==> src/sacr_regs.vh <==
// Behaviour
// - a falling edge of convert_start_n while power_down_n is high starts a conversion and samples the input
// - start and read strobes count only while device select is low
// - result drivers enabled only while read and select are both low
// - busy_n is low while converting, high when idle
// - result is 12 bits, highest line most significant
// - busy_n falls within 110 ns of the start edge
// - result valid in output latches at least 20 ns before busy_n rises
// - starts are ignored while a conversion runs
// - approximation register clears at start, resolves bits msb first
// - finished word is loaded into the output latches at conversion end
`ifndef SACR_REGS_VH
`define SACR_REGS_VH
`define SACR_BITS          12
`define SACR_CLK_PERIOD_NS 10
`define SACR_CONV_NS       1600
`define SACR_CONV_CYC      ((`SACR_CONV_NS) / (`SACR_CLK_PERIOD_NS))
`define SACR_STEP_CYC      ((`SACR_CONV_CYC) / (`SACR_BITS + 1))
`define SACR_BUSY_MAX_NS   110
`define SACR_READY_NS      20
`define SACR_READY_CYC     (((`SACR_READY_NS) + (`SACR_CLK_PERIOD_NS) - 1) / (`SACR_CLK_PERIOD_NS))
`define SACR_WAKE_NS       350
`define SACR_WAKE_CYC      (((`SACR_WAKE_NS) + (`SACR_CLK_PERIOD_NS) - 1) / (`SACR_CLK_PERIOD_NS))
`endif

==> src/sacr_sync.v <==
`timescale 1ns/10ps
`default_nettype none
module sacr_sync
(
    input  wire       ref_clk,
    input  wire       rst_n,
    input  wire       clk_en,
    input  wire       async_in,
    output reg        sync_out
);
    reg meta_reg;
    always @(posedge ref_clk)
    begin
        if (!rst_n)
        begin
            meta_reg <= 1'b1;
            sync_out <= 1'b1;
        end
        else if (clk_en)
        begin
            meta_reg <= async_in;
            sync_out <= meta_reg;
        end
    end
endmodule // sacr_sync
`default_nettype wire

==> src/sacr_core.v <==
`timescale 1ns/10ps
`default_nettype none
`include "sacr_regs.vh"
module sacr_core
(
    input  wire        ref_clk,
    input  wire        rst_n,
    input  wire        clk_en,
    input  wire        chip_select_n,
    input  wire        convert_start_n,
    input  wire        read_n,
    input  wire        power_down_n,
    input  wire        compare_in,
    output reg         busy_n,
    output reg         sample_hold,
    output reg  [11:0] dac_word,
    output reg  [11:0] result_bits_out,
    output reg  [11:0] result_bits_oe
);
    // ****************************************
    // input synchronisers
    // ****************************************
    wire [3:0] raw_in;
    wire [3:0] sync_in;
    assign raw_in = {power_down_n, read_n, convert_start_n, chip_select_n};
    genvar gi;
    generate
        for (gi = 0; gi < 4; gi = gi + 1)
        begin : g_sync
            sacr_sync u_sync
            (
                .ref_clk  (ref_clk),
                .rst_n    (rst_n),
                .clk_en   (clk_en),
                .async_in (raw_in[gi]),
                .sync_out (sync_in[gi])
            );
        end
    endgenerate
    wire cs_s   = sync_in[0];
    wire cvt_s  = sync_in[1];
    wire rd_s   = sync_in[2];
    wire pwr_s  = sync_in[3];

    // ****************************************
    // conversion sequencer
    // ****************************************
    localparam [2:0]   ST_IDLE     = 3'h1;
    localparam [2:0]   ST_CONV     = 3'h2;
    localparam [2:0]   ST_DONE     = 3'h4;
    localparam integer STEP_LAST_I = `SACR_STEP_CYC - 1;
    localparam integer READY_I     = `SACR_READY_CYC;
    localparam integer WAKE_I      = `SACR_WAKE_CYC;
    localparam [8:0]   STEP_LAST   = STEP_LAST_I[8:0];
    localparam [8:0]   READY_LAST  = READY_I[8:0];
    localparam [5:0]   WAKE_LAST   = WAKE_I[5:0];

    reg  [2:0]  state_reg;
    reg  [2:0]  state_next;
    reg  [8:0]  step_reg;
    reg  [8:0]  step_next;
    reg  [3:0]  bit_reg;
    reg  [3:0]  bit_next;
    reg         cvt_prev_reg;
    reg  [5:0]  wake_reg;
    reg  [11:0] sar_reg;
    wire [11:0] sar_next;
    wire [11:0] dac_next;
    wire        start_edge;
    wire        step_end;
    wire        conv_start;
    wire        bit_decide;
    wire        conv_finish;
    wire        ready_done;
    wire        awake;

    assign start_edge  = cvt_prev_reg & ~cvt_s & ~cs_s & pwr_s;
    assign step_end    = (step_reg == STEP_LAST);
    assign conv_start  = (state_reg == ST_IDLE) & start_edge;
    assign bit_decide  = (state_reg == ST_CONV) & step_end;
    assign conv_finish = bit_decide & (bit_reg == 4'h0);
    assign ready_done  = (state_reg == ST_DONE) & (step_reg == READY_LAST);
    // wake-up wait is the host's duty; the counter only tracks readiness
    assign awake       = (wake_reg == WAKE_LAST);

    // ****************************************
    // start edge detect and wake-up tracking
    // ****************************************
    always @(posedge ref_clk)
    begin
        if (!rst_n)
        begin
            cvt_prev_reg <= 1'b1;
            wake_reg     <= 6'h00;
        end
        else if (clk_en)
        begin
            cvt_prev_reg <= cvt_s;
            if (!pwr_s)
                wake_reg <= 6'h00;
            else if (!awake)
                wake_reg <= wake_reg + 6'h01;
        end
    end

    // ****************************************
    // sequencer next state
    // ****************************************
    always @*
    begin
        state_next = state_reg;
        step_next  = step_reg;
        bit_next   = bit_reg;
        case (state_reg)
            ST_IDLE:
            begin
                step_next = 9'h000;
                if (start_edge)
                begin
                    state_next = ST_CONV;
                    bit_next   = 4'hb;
                end
            end
            ST_CONV:
            begin
                // further start edges are not looked at here
                if (step_end)
                begin
                    step_next = 9'h000;
                    if (bit_reg == 4'h0)
                        state_next = ST_DONE;
                    else
                        bit_next = bit_reg - 4'h1;
                end
                else
                    step_next = step_reg + 9'h001;
            end
            ST_DONE:
            begin
                // latch settles a few cycles before busy rises
                if (step_reg == READY_LAST)
                begin
                    state_next = ST_IDLE;
                    step_next  = 9'h000;
                end
                else
                    step_next = step_reg + 9'h001;
            end
            default:
            begin
                state_next = ST_IDLE;
                step_next  = 9'h000;
                bit_next   = 4'h0;
            end
        endcase
    end

    // ****************************************
    // sequencer registers
    // ****************************************
    always @(posedge ref_clk)
    begin
        if (!rst_n)
        begin
            state_reg <= ST_IDLE;
            step_reg  <= 9'h000;
            bit_reg   <= 4'h0;
        end
        else if (clk_en)
        begin
            state_reg <= state_next;
            step_reg  <= step_next;
            bit_reg   <= bit_next;
        end
    end

    // ****************************************
    // approximation bits
    // ****************************************
    genvar bi;
    generate
        for (bi = 0; bi < 12; bi = bi + 1)
        begin : g_bit
            wire pick  = bit_decide & (bit_reg == bi);
            wire lower = bit_decide & (bit_reg == bi + 1);
            assign sar_next[bi] = conv_start ? 1'b0 :
                                  (pick ? compare_in : sar_reg[bi]);
            assign dac_next[bi] = conv_start ? ((bi == 11) ? 1'b1 : 1'b0) :
                                  (pick ? compare_in : (lower ? 1'b1 : dac_word[bi]));
        end
    endgenerate

    always @(posedge ref_clk)
    begin
        if (!rst_n)
        begin
            sar_reg  <= 12'h000;
            dac_word <= 12'h000;
        end
        else if (clk_en)
        begin
            sar_reg  <= sar_next;
            dac_word <= dac_next;
        end
    end

    // ****************************************
    // output latches
    // ****************************************
    always @(posedge ref_clk)
    begin
        if (!rst_n)
            result_bits_out <= 12'h000;
        else if (clk_en)
        begin
            // previous word stays until the last bit is decided
            if (conv_finish)
                result_bits_out <= sar_next;
        end
    end

    // ****************************************
    // status and sample-hold
    // ****************************************
    always @(posedge ref_clk)
    begin
        if (!rst_n)
        begin
            busy_n      <= 1'b1;
            sample_hold <= 1'b0;
        end
        else if (clk_en)
        begin
            if (conv_start)
            begin
                busy_n      <= 1'b0;
                sample_hold <= 1'b1;
            end
            else if (ready_done)
            begin
                busy_n      <= 1'b1;
                sample_hold <= 1'b0;
            end
        end
    end

    // ****************************************
    // read drivers
    // ****************************************
    always @(posedge ref_clk)
    begin
        if (!rst_n)
            result_bits_oe <= 12'h000;
        else if (clk_en)
            result_bits_oe <= (!rd_s && !cs_s) ? 12'hfff : 12'h000;
    end
endmodule // sacr_core
`default_nettype wire

==> config.mk <==
export PLATFORM = sky130hd
export DESIGN_NAME = sacr_core
export DESIGN_NICKNAME = d
export VERILOG_FILES = /design/src/sacr_sync.v /design/src/sacr_core.v
export VERILOG_INCLUDE_DIRS = /design/src
export SDC_FILE = /design/constraint.sdc
export NUM_CORES = 1
export LEC_CHECK = 0
export BUFFER_PORTS_ARGS = -buffer_cell sky130_fd_sc_hd__buf_2
export CAP_MARGIN = 20
export CORE_ASPECT_RATIO = 0.5
export CORE_MARGIN = 10
export CORE_UTILIZATION = 51
export CTS_CLUSTER_DIAMETER = 200
export DETAILED_ROUTE_END_ITERATION = 8
export GPL_ROUTABILITY_DRIVEN = 0
export GPL_TIMING_DRIVEN = 0
export PLACE_DENSITY = 0.84
export SYNTH_ARGS = -nofsm -noshare
export SYNTH_HDL_FRONTEND = slang
export SYNTH_SLANG_ARGS = --single-unit
==> constraint.sdc <==
create_clock -name ref_clk -period 2.6 [get_ports ref_clk]
set_clock_uncertainty 0.2 [all_clocks]
set_input_delay 0.26 -clock ref_clk [delete_from_list [all_inputs] [get_ports ref_clk]]
set_output_delay 0.26 -clock ref_clk [all_outputs]
set_load 0.02 [all_outputs]
==> results.json <==
{
  "holdWs_ns": 0.0533,
  "viasPerCell": 5.68,
  "cts_tree": "yes",
  "dp.cells": 489,
  "globalRouteTotalUtil_pct": 17.3,
  "num_antenna_cells": 0,
  "htreeDepth": 3,
  "syn_avg_cell_area_um2": 8.81,
  "cts_buffers": 9,
  "synthCells": 357,
  "yosys.area_share.simple_pct": 23.9,
  "clock_latency_ns": 0.33,
  "dp.final_hpwl_mm": 5.59,
  "die_w_um": 131,
  "place.port_buffers": 44,
  "die_height_um": 75.5,
  "period_needed_ns": 2.48,
  "period_share_pct": 95.3,
  "path_class": "reg2reg",
  "muxShareOfSynthArea_pct": 4.49,
  "maxSlewViolCount": 0,
  "design_area_um2": 3900,
  "cts_sinks": 63,
  "final_cells": 516,
  "vdd_drop_max_v": 0.000311,
  "critPathCaptureType": "flop",
  "num_rows": 20,
  "slew_headroom_pct": 44.0,
  "ys.flop_type": "dfxtp_1",
  "synth_area_um2": 3150,
  "syn-num-nets": 371,
  "cp_max_fo": 10,
  "synth.distinct_cells": 53,
  "detail-route-antenna-nets": 0,
  "synth.ff_latch_count": 63,
  "fin_total_pwr_mw": 2.31,
  "cts.path.max_buffers": 2,
  "layout-drive-gt1-share_pct": 25.9,
  "synth_top_area_cell": "dfxtp_1",
  "regToRegSetupSlack_ns": 0.12,
  "layout_setup_ws_ns": 0.122,
  "tns_ns": 0,
  "post_drt_wl_per_cell_um": 16.2,
  "initial_core_util_pct": 52.2,
  "yosysSeqAreaShare_pct": 40.1,
  "antenna_found_initial": 0,
  "status": "finished, final reports clean",
  "path_clk_slew_ns": 0.06,
  "synth-xor-area-share_pct": 2.23,
  "routed_wl_mm": 8.36,
  "dr.pass1.iters": 6,
  "p_leak_nw": 1.55,
  "synthArstFlopShare_pct": 0,
  "synth_top_area_share_pct": 40.1,
  "tightest_slew_ns": 0.838,
  "nFillCells": 496,
  "boundaryPins": 46,
  "synth_edf_count": 0,
  "critPathArrivalTime_ns": 2.49,
  "cts-root-buf": "clkbuf_16",
  "synth.area.top_cells": "dfxtp_1 40%, nand2_1 5.8%, o21ai_0 4.6%",
  "synthAdderAreaFrac_pct": 2.39,
  "area_delta_synth_final_pct": 24.0,
  "place_area_um2": 3480,
  "dp_slack_ns": -0.133,
  "final_nets": 437,
  "hold_viol": 0,
  "fmax_ghz": 0.404,
  "powerDensity_nw_per_um2": 591,
  "drv_cap": 0,
  "synth_compound_area_share_pct": 18.3,
  "grt_pass1_vias": 2846,
  "hp-class": "in2reg",
  "synth_top_family_by_area": "simple AND/OR/NAND/NOR gates",
  "final_core_util_pct": 64.7,
  "route.detailed.drc": 0,
  "grt_start_max_net_pins": 14,
  "initialDrtViolationCount": 290,
  "coreArea_um2": 6030,
  "via_count": 2929,
  "yosysWarnings": 0,
  "grt_pass1_wl_mm": 13.7,
  "critical_path_required_ns": 2.61,
  "critPathLaunchType": "flop",
  "finalSetupViolCount": 0,
  "die_area_um2": 9900,
  "grt_overflow": 0
}
==> path summary, 6_finish.rpt <==
path / startpoint / endpoint / depth (start not counted)
worst max-delay path: step_reg[1] / sar_reg[11] / 8
worst min-delay path: compare_in / result_bits_out[0] / 3
worst max register to register: step_reg[1] / sar_reg[11] / 8
worst min register to register: result_bits_out[8] / result_bits_out[8] / 2
==> worst max-delay path, cell delays in order (launching register included) <==
cell and delay (ns):
dfxtp_2 0.39, ha_4 0.17, or4bb_1 0.49, buf_4 0.20, nor4b_4 0.35, buf_6 0.19, a21oi_1 0.08, o21ai_0 0.17
o21ai_0 0.11
==> cells in the final DEF, fill, tap and decap left out, types with 4 or more instances in the layout <==
cell           count
mux2i_1           13
nand4_1           11
a311oi_1           7
a31oi_1            5
xor2_1             6
dlygate4sd3_1      4
nand3_1            6
nor2_1            26
nor3b_1            5
inv_1              9
buf_2             47
clkbuf_1          10
dfxtp_1           61
o211ai_1          11
buf_4             20
ha_1               5
o21ai_0           28
nand3b_1           6
nand2_1           49
a211oi_1           4
clkbuf_16          9
a21oi_1           22
==> report_power, final <==
group          switching (mW)  internal, mW  total (mW)
sequential            0.00775         0.974       0.982
combinational          0.0653        0.0354       0.101
clock                   0.453         0.770        1.22
==> cell type report <==
cell class / count / area, um^2 / area share (%)
Inverter: 9 / 33.8 / 0.866
Multi-Input combinational cell: 250 / 1630 / 41.9
Buffer: 35 / 236 / 6.06
Sequential cell: 63 / 1270 / 32.5
Tap cell: 88 / 110 / 2.82
Clock buffer: 10 / 239 / 6.13
Timing Repair Buffer: 55 / 313 / 8.02
Clock inverter: 6 / 70.1 / 1.80
==> what timing repair did <==
action                                 in CTS  in global routing
setup endpoints to repair                  25                 31
hold buffers                                4                  0
gates cloned                                0                  0
buffers inserted                            5                  2
endpoints found under the hold margin       4                  0
pin swaps                                   3                  2
gates resized for setup                     4                  4
==> layer usage <==
| metal | up-vias | track usage [%] | routed length (um) | part of all wire (%) |
|---|---|---|---|---|
| li1 | 1412 | - | - | - |
| met1 | 1381 | 19.8 | 3440 | 41 |
| met2 | 119 | 31.1 | 4100 | 49 |
| met3 | 17 | 4.38 | 664 | 7.9 |
| met4 | 0 | 6.24 | 153 | 1.8 |
| met5 | - | 0 | 0 | 0 |
==> Yosys cell counts, types with 4 or more instances <==
library cell and instances:
mux2i_1 13, nand4_1 11, inv_1 9, a31oi_1 5, nand3b_1 6, nor3b_1 5
a211oi_1 4, clkbuf_1 10, a311oi_1 7, nand3_1 6, a21oi_1 22, dfxtp_1 63
buf_4 13, o21ai_0 29, nand2_1 49, o211ai_1 11, xor2_1 6, ha_1 6
nor2_1 26
==> cells by family (layout without fill, tap and decap cells) <==
| family | Yosys count | count (layout) |
|---|---|---|
| and+or+nand+nor | 131 | 131 |
| xor gates and xnor gates | 8 | 8 |
| buffers and inverters | 44 | 115 |
| adders and majority gates | 6 | 6 |
| DFF | 63 | 63 |
| AOI/OAI and AO/OA | 91 | 91 |
| muxes | 14 | 14 |
No activity file was read; power rests on OpenSTA's default activity.
